<file path="config.mk">
export PLATFORM = sky130hd
export DESIGN_NAME = smh_host
export DESIGN_NICKNAME = d
export VERILOG_FILES = /design/src/smh_pkg.sv /design/src/smh_host.sv /design/src/smh_sync.sv /design/src/smh_tick.sv
export VERILOG_INCLUDE_DIRS = /design/src
export SDC_FILE = /design/constraint.sdc
export NUM_CORES = 1
export LEC_CHECK = 0
export ABC_AREA = 1
export BUFFER_PORTS_ARGS = -buffer_cell sky130_fd_sc_hd__buf_4
export CAP_MARGIN = 20
export CORE_ASPECT_RATIO = 0.7
export CORE_MARGIN = 2
export CORE_UTILIZATION = 47
export CTS_CLUSTER_SIZE = 8
export DETAILED_ROUTE_END_ITERATION = 8
export HOLD_SLACK_MARGIN = 0.05
export PLACE_DENSITY = 0.71
export SLEW_MARGIN = 30
export SYNTH_ARGS = -nofsm -noshare
export SYNTH_HDL_FRONTEND = slang
export SYNTH_HIERARCHICAL = 1
export SYNTH_SLANG_ARGS = --single-unit
</file>
<file path="constraint.sdc">
create_clock -name i_clk -period 4.8 [get_ports i_clk]
set_input_delay 0.48 -clock i_clk [delete_from_list [all_inputs] [get_ports i_clk]]
set_output_delay 0.48 -clock i_clk [all_outputs]
set_load 0.05 [all_outputs]
</file>
<file path="src/smh_cfg.svh">
// offsets, field positions, reset values and timing figures of the serial host
// assumes inclusion by bare name from every design file that needs them
`ifndef SMH_CFG_SVH
`define SMH_CFG_SVH

// register offsets on the plain command port
`define SMH_A_CTRL     4'h0
`define SMH_A_DIV      4'h1
`define SMH_A_TX       4'h2
`define SMH_A_RX       4'h3
`define SMH_A_STAT     4'h4

// control register fields
`define SMH_B_EN       0
`define SMH_B_POL      1
`define SMH_B_PHASE    2
`define SMH_B_HOLD     3
`define SMH_B_SIMPLEX  4

// status register fields
`define SMH_S_BUSY     0
`define SMH_S_DONE     1
`define SMH_S_REFUSED  2
`define SMH_S_SS       3

// reset values
`define SMH_CTRL_RST   5'h00
`define SMH_DIV_RST    8'h10

// timing
`define SMH_CLK_NS     10
// a pin change reaches the sequencer's logic four edges later and is captured on the fifth
`define SMH_SYNC_LAT   5
`define SMH_LAST_EDGE  4'hf

`endif

</file>
<file path="src/smh_pkg.sv">
// types shared by the serial host modules
// assumes nothing beyond a SystemVerilog compiler
package smh_pkg;

  typedef enum logic [3:0] {
    SMH_IDLE  = 4'b0001,
    SMH_LEAD  = 4'b0010,
    SMH_SHIFT = 4'b0100,
    SMH_GAP   = 4'b1000
  } smh_state_type;

  typedef struct packed {
    logic simplex;
    logic hold;
    logic capture_edge_phase;
    logic clock_idle_polarity;
    logic en;
  } smh_ctrl_type;

  typedef struct packed {
    logic sck;
    logic mosi;
    logic mosi_oe_n;
    logic ss_n;
  } smh_pins_type;

endpackage : smh_pkg

</file>
<file path="src/smh_host.sv">
// serial master that drives an 8-bit serial port set up as a slave
// assumes the far port is enabled as slave with the same polarity and phase
//
// The address-and-strobe port and the register offsets were chosen for this implementation.
`timescale 1ns/1ps
`include "smh_cfg.svh"
module smh_host #(
  parameter int DEV_CPU_NS = 125,
  parameter int GAP_NS     = 1000
) (
  // clock and reset
  input  wire logic       i_clk,
  input  wire logic       i_rst_n,
  // command port
  input  wire logic [3:0] i_addr,
  input  wire logic [7:0] i_wdata,
  input  wire logic       i_wr,
  input  wire logic       i_rd,
  output logic      [7:0] o_rdata,
  // serial pins
  input  wire logic       i_miso,
  input  wire logic       i_mosi,
  output logic            o_sck,
  output logic            o_mosi,
  output logic            o_mosi_oe_n,
  output logic            o_ss_n
);

  ////////////////////////////////////////////////////////////////////////////
  // timing limits
  localparam int HALF_DEV = (DEV_CPU_NS + `SMH_CLK_NS - 1) / `SMH_CLK_NS;
  localparam int HALF_MIN = (HALF_DEV > `SMH_SYNC_LAT) ? HALF_DEV : `SMH_SYNC_LAT;
  localparam int GAP_RAW  = (GAP_NS + `SMH_CLK_NS - 1) / `SMH_CLK_NS;
  localparam int GAP_CYC  = (GAP_RAW < 1) ? 1 : GAP_RAW;

  generate
    if (HALF_MIN > 255 || GAP_CYC > 255) begin : g_bad_timing
      $error("smh_host: timing does not fit 8-bit counters");
    end
  endgenerate

  ////////////////////////////////////////////////////////////////////////////
  // registers
  smh_pkg::smh_state_type state_r;
  smh_pkg::smh_state_type state_nxt;
  smh_pkg::smh_ctrl_type  ctrl_r;
  smh_pkg::smh_pins_type  pins_r;
  smh_pkg::smh_pins_type  pins_nxt;
  logic [7:0] div_r;
  logic [7:0] sh_r;
  logic [7:0] sh_nxt;
  logic [7:0] rx_r;
  logic [7:0] rx_nxt;
  logic [3:0] edge_r;
  logic [3:0] edge_nxt;
  logic [7:0] gap_r;
  logic [7:0] gap_nxt;
  logic       done_r;
  logic       refused_r;
  logic       done_p;
  logic [7:0] rdata_r;
  logic       tick;
  logic       miso_lvl;
  logic       mosi_lvl;

  ////////////////////////////////////////////////////////////////////////////
  // decode
  wire idle      = (state_r == smh_pkg::SMH_IDLE);
  wire wr_ctrl   = i_wr && (i_addr == `SMH_A_CTRL);
  wire wr_div    = i_wr && (i_addr == `SMH_A_DIV);
  wire wr_tx     = i_wr && (i_addr == `SMH_A_TX);
  wire rd_stat   = i_rd && (i_addr == `SMH_A_STAT);
  wire ctrl_ok   = wr_ctrl && idle;
  wire div_ok    = wr_div && idle;
  wire start     = wr_tx && idle && ctrl_r.en;
  wire refuse_p  = (wr_tx && !start) || (wr_ctrl && !idle) || (wr_div && !idle);
  wire pol_chg   = ctrl_ok && (i_wdata[`SMH_B_POL] != ctrl_r.clock_idle_polarity);
  wire cap_edge  = (edge_r[0] == ctrl_r.capture_edge_phase);
  wire rx_bit    = ctrl_r.simplex ? mosi_lvl : miso_lvl;
  wire [7:0] sh_cap = {sh_r[6:0], rx_bit};
  wire last_edge = (edge_r == `SMH_LAST_EDGE);
  wire gap_end   = (gap_r == 8'(GAP_CYC - 1));
  // hold select only for second-edge phase
  wire keep_low  = ctrl_r.en && ctrl_r.capture_edge_phase && ctrl_r.hold && !pol_chg;
  wire [7:0] half_eff = (div_r < 8'(HALF_MIN)) ? 8'(HALF_MIN) : div_r;
  wire [7:0] stat_val = {4'h0, pins_r.ss_n, refused_r, done_r, !idle};

  wire [7:0] rdata_nxt =
      !i_rd                      ? 8'h00 :
      (i_addr == `SMH_A_CTRL)    ? {3'h0, ctrl_r} :
      (i_addr == `SMH_A_DIV)     ? div_r :
      (i_addr == `SMH_A_RX)      ? rx_r :
      (i_addr == `SMH_A_STAT)    ? stat_val :
                                   8'h00;

  ////////////////////////////////////////////////////////////////////////////
  // helpers
  smh_sync u_sync_miso (
    .i_clk   (i_clk),
    .i_rst_n (i_rst_n),
    .i_pin   (i_miso),
    .o_level (miso_lvl)
  );

  smh_sync u_sync_mosi (
    .i_clk   (i_clk),
    .i_rst_n (i_rst_n),
    .i_pin   (i_mosi),
    .o_level (mosi_lvl)
  );

  // half period never below one far CPU period
  smh_tick #(.W(8)) u_tick (
    .i_clk   (i_clk),
    .i_rst_n (i_rst_n),
    .i_run   (state_r == smh_pkg::SMH_LEAD || state_r == smh_pkg::SMH_SHIFT),
    .i_half  (half_eff),
    .o_tick  (tick)
  );

  ////////////////////////////////////////////////////////////////////////////
  // transfer sequencer
  always_comb begin
    state_nxt = state_r;
    pins_nxt  = pins_r;
    sh_nxt    = sh_r;
    rx_nxt    = rx_r;
    edge_nxt  = edge_r;
    gap_nxt   = gap_r;
    done_p    = 1'b0;
    // shared data line is released in simplex mode
    pins_nxt.mosi_oe_n = !(ctrl_r.en && !ctrl_r.simplex);
    case (state_r)
      smh_pkg::SMH_IDLE: begin
        pins_nxt.sck = ctrl_r.clock_idle_polarity;
        // select high unless a message is held open
        if (!keep_low) begin
          pins_nxt.ss_n = 1'b1;
        end
        // each byte starts on a software data write
        if (start) begin
          state_nxt     = smh_pkg::SMH_LEAD;
          sh_nxt        = i_wdata;
          pins_nxt.mosi = i_wdata[7];
          pins_nxt.ss_n = 1'b0;
          edge_nxt      = 4'h0;
        end
      end
      smh_pkg::SMH_LEAD: begin
        if (tick) begin
          state_nxt = smh_pkg::SMH_SHIFT;
        end
      end
      smh_pkg::SMH_SHIFT: begin
        if (tick) begin
          pins_nxt.sck = !pins_r.sck;
          edge_nxt     = edge_r + 4'h1;
          // sample on capture edge, drive on the other
          if (cap_edge) begin
            sh_nxt = sh_cap;
          end else begin
            pins_nxt.mosi = sh_r[7];
          end
          if (last_edge) begin
            rx_nxt    = cap_edge ? sh_cap : sh_r;
            done_p    = 1'b1;
            state_nxt = smh_pkg::SMH_GAP;
            gap_nxt   = 8'h00;
            if (!(ctrl_r.capture_edge_phase && ctrl_r.hold)) begin
              pins_nxt.ss_n = 1'b1;
            end
          end
        end
      end
      smh_pkg::SMH_GAP: begin
        // spacing lets far software clear its flag
        gap_nxt = gap_r + 8'h01;
        if (gap_end) begin
          state_nxt = smh_pkg::SMH_IDLE;
        end
      end
      default: begin
        state_nxt = smh_pkg::SMH_IDLE;
      end
    endcase
  end

  ////////////////////////////////////////////////////////////////////////////
  // state and pins
  always_ff @(posedge i_clk or negedge i_rst_n) begin
    if (!i_rst_n) begin
      state_r <= smh_pkg::SMH_IDLE;
      pins_r  <= 4'b0011;
      sh_r    <= 8'h00;
      rx_r    <= 8'h00;
      edge_r  <= 4'h0;
      gap_r   <= 8'h00;
    end else begin
      state_r <= state_nxt;
      pins_r  <= pins_nxt;
      sh_r    <= sh_nxt;
      rx_r    <= rx_nxt;
      edge_r  <= edge_nxt;
      gap_r   <= gap_nxt;
    end
  end

  // settings change only while idle, before any start
  // far slave waits for our start after its own setup
  // polarity write also drops a held select first
  always_ff @(posedge i_clk or negedge i_rst_n) begin
    if (!i_rst_n) begin
      ctrl_r <= `SMH_CTRL_RST;
      div_r  <= `SMH_DIV_RST;
    end else begin
      if (ctrl_ok) begin
        ctrl_r <= i_wdata[4:0];
      end
      if (div_ok) begin
        div_r <= i_wdata;
      end
    end
  end

  // sticky flags: a new event beats the clearing status read
  always_ff @(posedge i_clk or negedge i_rst_n) begin
    if (!i_rst_n) begin
      done_r    <= 1'b0;
      refused_r <= 1'b0;
      rdata_r   <= 8'h00;
    end else begin
      done_r    <= done_p || (done_r && !rd_stat);
      refused_r <= refuse_p || (refused_r && !rd_stat);
      rdata_r   <= rdata_nxt;
    end
  end

  assign o_sck       = pins_r.sck;
  assign o_mosi      = pins_r.mosi;
  assign o_mosi_oe_n = pins_r.mosi_oe_n;
  assign o_ss_n      = pins_r.ss_n;
  assign o_rdata     = rdata_r;

  ////////////////////////////////////////////////////////////////////////////
  // checks
  logic [7:0] age_r;

  always_ff @(posedge i_clk or negedge i_rst_n) begin
    if (!i_rst_n) begin
      age_r <= 8'h00;
    end else if (pins_nxt.sck != pins_r.sck) begin
      age_r <= 8'h00;
    end else if (age_r != 8'hff) begin
      age_r <= age_r + 8'h01;
    end
  end
endmodule : smh_host

</file>
<file path="src/smh_sync.sv">
// three-stage pin synchroniser with agreement filter
// assumes an asynchronous pin on i_pin and i_clk as the only clock
`timescale 1ns/1ps
module smh_sync (
  // clock and reset
  input  wire logic i_clk,
  input  wire logic i_rst_n,
  // pin and filtered level
  input  wire logic i_pin,
  output logic      o_level
);

  logic s1_r;
  logic s2_r;
  logic s3_r;
  logic level_r;

  // first stage feeds only the second one
  always_ff @(posedge i_clk or negedge i_rst_n) begin
    if (!i_rst_n) begin
      s1_r    <= 1'b0;
      s2_r    <= 1'b0;
      s3_r    <= 1'b0;
      level_r <= 1'b0;
    end else begin
      s1_r <= i_pin;
      s2_r <= s1_r;
      s3_r <= s2_r;
      if (s2_r == s3_r) begin
        level_r <= s3_r;
      end
    end
  end

  assign o_level = level_r;

endmodule : smh_sync

</file>
<file path="src/smh_tick.sv">
// half-period tick generator for the serial clock
// assumes i_half is held steady while i_run is high
`timescale 1ns/1ps
module smh_tick #(
  parameter int W = 8
) (
  // clock and reset
  input  wire logic         i_clk,
  input  wire logic         i_rst_n,
  // control
  input  wire logic         i_run,
  input  wire logic [W-1:0] i_half,
  // one-cycle pulse every i_half cycles
  output logic              o_tick
);

  logic [W-1:0] cnt_r;
  logic [W-1:0] cnt_nxt;
  logic         tick_nxt;
  wire          wrap = (cnt_r == i_half - W'(1));

  generate
    if (W < 2) begin : g_bad_width
      $error("smh_tick: width below 2");
    end
  endgenerate

  assign cnt_nxt  = !i_run ? '0 : (wrap ? '0 : cnt_r + W'(1));
  assign tick_nxt = i_run & wrap;

  always_ff @(posedge i_clk or negedge i_rst_n) begin
    if (!i_rst_n) begin
      cnt_r  <= '0;
      o_tick <= 1'b0;
    end else begin
      cnt_r  <= cnt_nxt;
      o_tick <= tick_nxt;
    end
  end

endmodule : smh_tick

</file>
Yosys cells after proc, flatten, opt, wreduce, memory -nomap -nowiden

Cells that the tools add are included.

Bits in registers: 76
Output and inout bits: 12
Input bits: 18
Word-level logic and storage cells: 136

Mux-type cells: 38
$lt $le $gt $ge: 1
$add $sub $neg: 4
Reductions and logical operators: 41
Equality and inequality tests: 23
Bitwise logic cells: 1

Operator list:

| cell                                                                 | count |
|---|---|
| 8-bit two-way mux                                                    | 12 |
| 4-bit two-way mux                                                    | 8 |
| 8-bit case mux with 2 select lines                                   | 2 |
| 1-bit logical AND                                                    | 19 |
| 8-bit by 1-bit adder with 8-bit output, second input constant        | 2 |
| 4-bit case mux with 4 select lines                                   | 1 |
| 4-bit by 2-bit == test with 1-bit output, second input constant      | 3 |
| 1-bit two-way mux                                                    | 11 |
| 5-bit AND reduction                                                  | 2 |
| 3-bit AND reduction                                                  | 3 |
| 4-bit by 1-bit == test with 1-bit output, second input constant      | 2 |
| 4-bit by 3-bit == test with 1-bit output, second input constant      | 2 |
| 4-bit == test, second input constant                                 | 2 |
| 8-bit by 7-bit == test with 1-bit output, second input constant      | 1 |
| 8-bit == test                                                        | 1 |
| 8-bit by 4-bit < comparator with 1-bit output, second input constant | 1 |
| 2-bit != test, second input constant                                 | 4 |
| 4-bit case mux with 2 select lines                                   | 1 |
| 8-bit by 1-bit subtractor with 8-bit output, second input constant   | 1 |
| 1-bit zero test                                                      | 7 |
| 2-bit by 1-bit != test with 1-bit output, second input constant      | 3 |
| 1-bit logical OR                                                     | 5 |
| 4-bit by 1-bit adder with 4-bit output, second input constant        | 1 |
| 4-bit zero test                                                      | 1 |
| 10 further kinds                                                     | 13 |

Logic depth before layout (Yosys ltp)

Word-level depth: 9
Depth in mapped cells: 17

Modules after synthesis

The synthesis kept the hierarchy.

Modules (own cells, without submodules):

| module   | area each (µm²) | cells each | seq. area each (µm²) | times used |
|---|---|---|---|---|
| smh_host | 3,075.4         | 397        | 1,481.4              | 1 |
| smh_tick | 695.7           | 104        | 225.2                | 1 |
| smh_sync | 116.4           | 8          | 100.1                | 2 |

Worst setup path before layout

Ideal clock, no wire load.

Kind: flip-flop to flip-flop
Start point: register div_r[4]
End point: register u_tick.cnt_r[0]
Buffers on the path: 0
Arrival time: 1.832 ns
Setup slack: 2.846 ns
Library setup time: 0.121 ns
Data required time: 4.679 ns
Cell stages (with the launch flop): 18
Clock period less this slack: 1.954 ns
Cell sequence: dfstp_2 inv_1 nand4_1 nor2_1 inv_1 nand2_1 inv_1 ha_1 inv_1 nand2_1 nand2_1 nand2_1 nor2_1 nand3_1 nor2_2 nand2_2 nand2_4 nor2_1

Cells in the longest elaborated chain, start to end: 6

Ends and longest elaborated chain:

| element                                       | RTL line        | source |
|---|---|---|
| start: declaration                            | smh_host.sv:49  | `logic [7:0] div_r;` |
| start signal: assignment                      | smh_host.sv:214 | `` div_r <= `SMH_DIV_RST; `` |
| start signal: assignment                      | smh_host.sv:220 | `div_r <= i_wdata;` |
| 8-bit by 4-bit < comparator with 1-bit output | smh_host.sv:85  | `wire [7:0] half_eff = (div_r < 8'(HALF_MIN)) ? 8'(HALF_MIN) : div_r;` |
| 8-bit two-way mux                             | smh_host.sv:85  |  |
| net half_eff[0]                               | smh_host.sv:85  |  |
| 8-bit by 1-bit subtractor with 8-bit output   | smh_tick.sv:20  | `wire wrap = (cnt_r == i_half - W'(1));` |
| 8-bit == test                                 | smh_tick.sv:20  |  |
| 8-bit two-way mux (2 in a row)                | smh_tick.sv:28  | `assign cnt_nxt = !i_run ? '0 : (wrap ? '0 : cnt_r + W'(1));` |
| net u_tick.cnt_nxt[0]                         | smh_tick.sv:18  | `logic [W-1:0] cnt_nxt;` |
| end signal: assignment                        | smh_tick.sv:36  | `cnt_r <= cnt_nxt;` |
| end: declaration                              | smh_tick.sv:17  | `logic [W-1:0] cnt_r;` |

The timed path passes the listed nets, and every way through them passes these cells.
A chain may end at the register's enable or synchronous reset.

Final worst setup path

Same ends and word-level chain as after synthesis.

==> reports/qor_table.md <==
| Metric | Value |
|:---|:---|
| Number of synthesized flops with an enable pin | 0 |
| Per-instance average area after synthesis | 7.744 µm² |
| Worst skew pair latency | 0.33 ns |
| Number of antenna violations at the first check in global routing | 0 |
| Final core utilization | 0.5572 |
| Total congestion overflow after global routing | 0 |
| Non-filler cells in the finished layout | 655 |
| Ratio of final minimum period to clock period | 0.4930 |
| Share of power burned in the clock network | 0.364 |
| Count of input and output buffers | 29 |
| Relative area change from synthesis to final layout | 16.53% |
| Async set-or-reset flop fraction in the synthesized netlist | 1.000 |
| Fill cell count | 767 |
| X dimension of the die | 114.3 µm |
| Logic gate share of total power | 0.273 |
| Number of global-route vias before repair | 3016 |
| Area of the die | 9285 µm² |
| Placed insts | 640 |
| Fraction of layout cells with a size suffix above 1 | 0.1400 |
| Setup repair after global routing missed its margin | no |
| Gpl congestion | 0.9215 |
| Number of resized instances in the post-cts repair step | 0 |
| Via density | 5.070 |
| Class of the tightest hold or removal check | in -> async |
| Fin nets | 568 |
| Die Ht | 81.22 µm |
| CP Launch Point | div_r[4]$_DFFE_PN1P_ |
| RR Startpoint | div_r[4]$_DFFE_PN1P_ |
| Result of the run | finished clean |
| Syn_nets | 539 |
| Cell type contributing the most total cell area after synthesis | sky130_fd_sc_hd__dfrtp_1 |
| Quantity of hold-fixing buffers added after cts | 0 |
| Power per standard cell area | 493.7 nW/µm² |
| Setup Fix Bufs, Post-CTS | 0 |
| Kind of critical path | reg -> reg |
| Type of destination of the critical path | flip-flop |
| Overall Power | 2.303 mW |
| Number of DRC violations after detailed-routing iteration 0 | 263 |
| Count of H-tree levels built during CTS | 3 |
| Commonest non-fill, non-tap cell in the layout | sky130_fd_sc_hd__nand2_1 |
| Cell Area, Synth | 4004 µm² |
| All-Layer GR Usage | 0.2101 |
| Global-route wire length before repair | 15.05 mm |
| Effective utilization at floorplan | 0.4782 |
| Total leakage power | 2.332 nW |
| First-pass iteration count of the detailed router | 5 |
| Main flop type after synthesis | sky130_fd_sc_hd__dfrtp_1 |
| Core Region | 8373 µm² |
| Largest cells by area after synthesis | sky130_fd_sc_hd__dfrtp_1 45%, sky130_fd_sc_hd__nand2_1 15%, sky130_fd_sc_hd__o21ai_0 6.6% |
| Count of nets left with antenna violations after detail routing | 0 |
| CTS Buf Count | 9 |
| Unique cell type count in the Yosys netlist | 34 |
| Final worst clock skew | 0.006001 ns |
| Most frequent cells in the layout | 157 x sky130_fd_sc_hd__nand2_1, 72 x sky130_fd_sc_hd__dfrtp_1, 69 x sky130_fd_sc_hd__inv_1 |
| Worst IR drop on VDD | 0.2235 mV |
| Maximum number of pins on one net before global-route repair | 77 |
| Maximum clock frequency | 0.4226 GHz |
| Final wirelength | 8.752 mm |
| Crit-path max FO | 8 |
| Cell Int Power | 1.540 mW |
| Final Hold Violating Endpoints | 0 |
| Number of inserted diodes | 0 |
| Maximum capacitance violations | 0 |
| I/O pins | 30 |
| Power dissipated by switching net loads | 0.7636 mW |
| Net Sw Frac | 0.3315 |
| Portion of synthesized cell area occupied by the leading cell type | 0.4500 |
| CTS tree | done |
| Synth Instances | 517 |
| Clock-pin slew on the worst setup and hold paths | 0.06 ns |
| Post-route cell area | 4666 µm² |
| Synth warn | 6 |
| Count of clock tree sinks | 76 |
| Final critical delay including setup and external delays | 2.367 ns |
| Clk root buf | sky130_fd_sc_hd__clkbuf_16 |
| Max-slew violation count | 0 |
| Number of placement rows | 28 |
| Avg WL per Cell | 13.36 µm |
| Worst max-slew margin expressed relative to the limit | 0.5476 |
| Number of failing setup endpoints in the final timing report | 0 |
| Data arrival time of the worst path | 2.58 ns |
| Worst Setup Start Kind | flip-flop |
| Sequential share of the synthesized area | 0.4763 |
| Fraction of power consumed by sequential logic | 0.363 |
| Slew @ Worst Pin | 0.6770 ns |
| Post-detailed-placement cell area | 4289 µm² |
| Post-route DRC violation count | 0 |
| Vias after detailed routing | 3321 |
| Number of synthesized register bits | 76 |
| Accumulated negative setup slack | 0 ns |
| HPWL Detailed | 6.343 mm |
| Largest buffer count on any clock path | 2 |
| Req. time, crit path | 5.01 ns |
==> synth_stat cells (2+ instances only) <==
cell type,instances
sky130_fd_sc_hd__a21oi_1,14
sky130_fd_sc_hd__buf_2,3
sky130_fd_sc_hd__clkbuf_1,6
sky130_fd_sc_hd__dfrtp_1,72
sky130_fd_sc_hd__dfstp_2,4
sky130_fd_sc_hd__ha_1,4
sky130_fd_sc_hd__inv_1,69
sky130_fd_sc_hd__inv_2,2
sky130_fd_sc_hd__nand2_1,157
sky130_fd_sc_hd__nand2_2,6
sky130_fd_sc_hd__nand2_4,4
sky130_fd_sc_hd__nand3_1,26
sky130_fd_sc_hd__nand3_2,3
sky130_fd_sc_hd__nand4_1,6
sky130_fd_sc_hd__nor2_1,39
sky130_fd_sc_hd__nor2_2,6
sky130_fd_sc_hd__nor2_4,5
sky130_fd_sc_hd__o21ai_0,53
sky130_fd_sc_hd__o21ai_1,9
sky130_fd_sc_hd__xnor2_1,5
sky130_fd_sc_hd__xor2_1,11
==> power groups by stage <==
stage	sequential (mW)	combinational [mW]	clock [mW]
after CTS	0.835	0.629	0.854
after floorplan	0.876	0.443	0
after detailed placement	0.845	0.622	0
after global routing	0.848	0.714	0.881
final	0.835	0.629	0.839
after global placement	0.840	0.613	0
==> registers in the layout (all words and copies together), names as in the netlist, 4 cells and up <==
register / count
sh_r: 8
u_tick/cnt_r: 8
rx_r: 8
state_r: 4
div_r: 8
gap_r: 8
o_rdata: 8
ctrl_r: 5
edge_r: 4
==> metrics by stage <==
stage                     hold WS (ns)  setup WS, ns
after floorplan                 0.1844         2.846
after global placement          0.3342         2.551
after detailed placement        0.3449         2.473
after CTS                       0.2507         2.445
after global routing            0.2266         2.152
final                           0.1605         2.433
==> final cells by class <==
| class | instances | area, µm² | area share |
|---|---|---|---|
| clock buffer | 11 | 252.7 | 0.05417 |
| clock inverter | 4 | 120.1 | 0.02574 |
| inverter | 73 | 279.0 | 0.05980 |
| multi-input combinational | 357 | 1754 | 0.3760 |
| sequential | 76 | 1907 | 0.4087 |
| tap | 105 | 131.4 | 0.02816 |
| timing repair buffer | 29 | 221.5 | 0.04747 |
==> worst max-delay path, cell delays in order, from the launching register on <==
cell and delay [ns]:
sky130_fd_sc_hd__dfstp_2 0.58, sky130_fd_sc_hd__inv_1 0.07, sky130_fd_sc_hd__nand4_1 0.12, sky130_fd_sc_hd__nor2_1 0.08
sky130_fd_sc_hd__inv_1 0.09, sky130_fd_sc_hd__nand2_1 0.07, sky130_fd_sc_hd__inv_1 0.15, sky130_fd_sc_hd__ha_1 0.24
sky130_fd_sc_hd__nand3_1 0.18, sky130_fd_sc_hd__nand2_1 0.11, sky130_fd_sc_hd__nand2_1 0.05, sky130_fd_sc_hd__nor2_1 0.10
sky130_fd_sc_hd__nand2_1 0.08, sky130_fd_sc_hd__nor2_2 0.09, sky130_fd_sc_hd__nand2_2 0.08, sky130_fd_sc_hd__nand2_4 0.11
sky130_fd_sc_hd__nor2_1 0.06
==> logic make-up after synthesis <==
logic type,synth area share
AO/OA/AOI/OAI,0.1063
XOR/XNOR,0.03500
adder cells (fa/ha/maj),0.01250
buffers and inverters,0.08562
flip-flops,0.4763
multiplexers,0.002500
AND/OR/NAND/NOR,0.2819
==> layer usage <==
layer,vias to the layer above,wire length (µm),part of all wire,global-route usage
met5,-,0,0,0
met2,86,3529,0.40,0.2976
met3,12,564,0.064,0.05672
li1,1684,-,-,-
met4,0,146,0.017,0.06707
met1,1539,4511,0.52,0.3110
==> worst paths after layout <==
path / to / slack, ns / cells past startpoint
worst min register to register: u_sync_miso/s2_r$_DFF_PN0_ / 0.35 / 0
max in group asynchronous: sh_r[5]$_DFFE_PN0P_ / 4.17 / 1
worst max-delay path: u_tick/cnt_r[0]$_DFF_PN0_ / 2.43 / 16
worst max register to register: u_tick/cnt_r[0]$_DFF_PN0_ / 2.43 / 16
worst min-delay path: gap_r[0]$_DFFE_PN0P_ / 0.16 / 1
min in group i_clk: u_sync_mosi/s1_r$_DFF_PN0_ / 0.26 / 1
(Power assumes the default switching activity.)
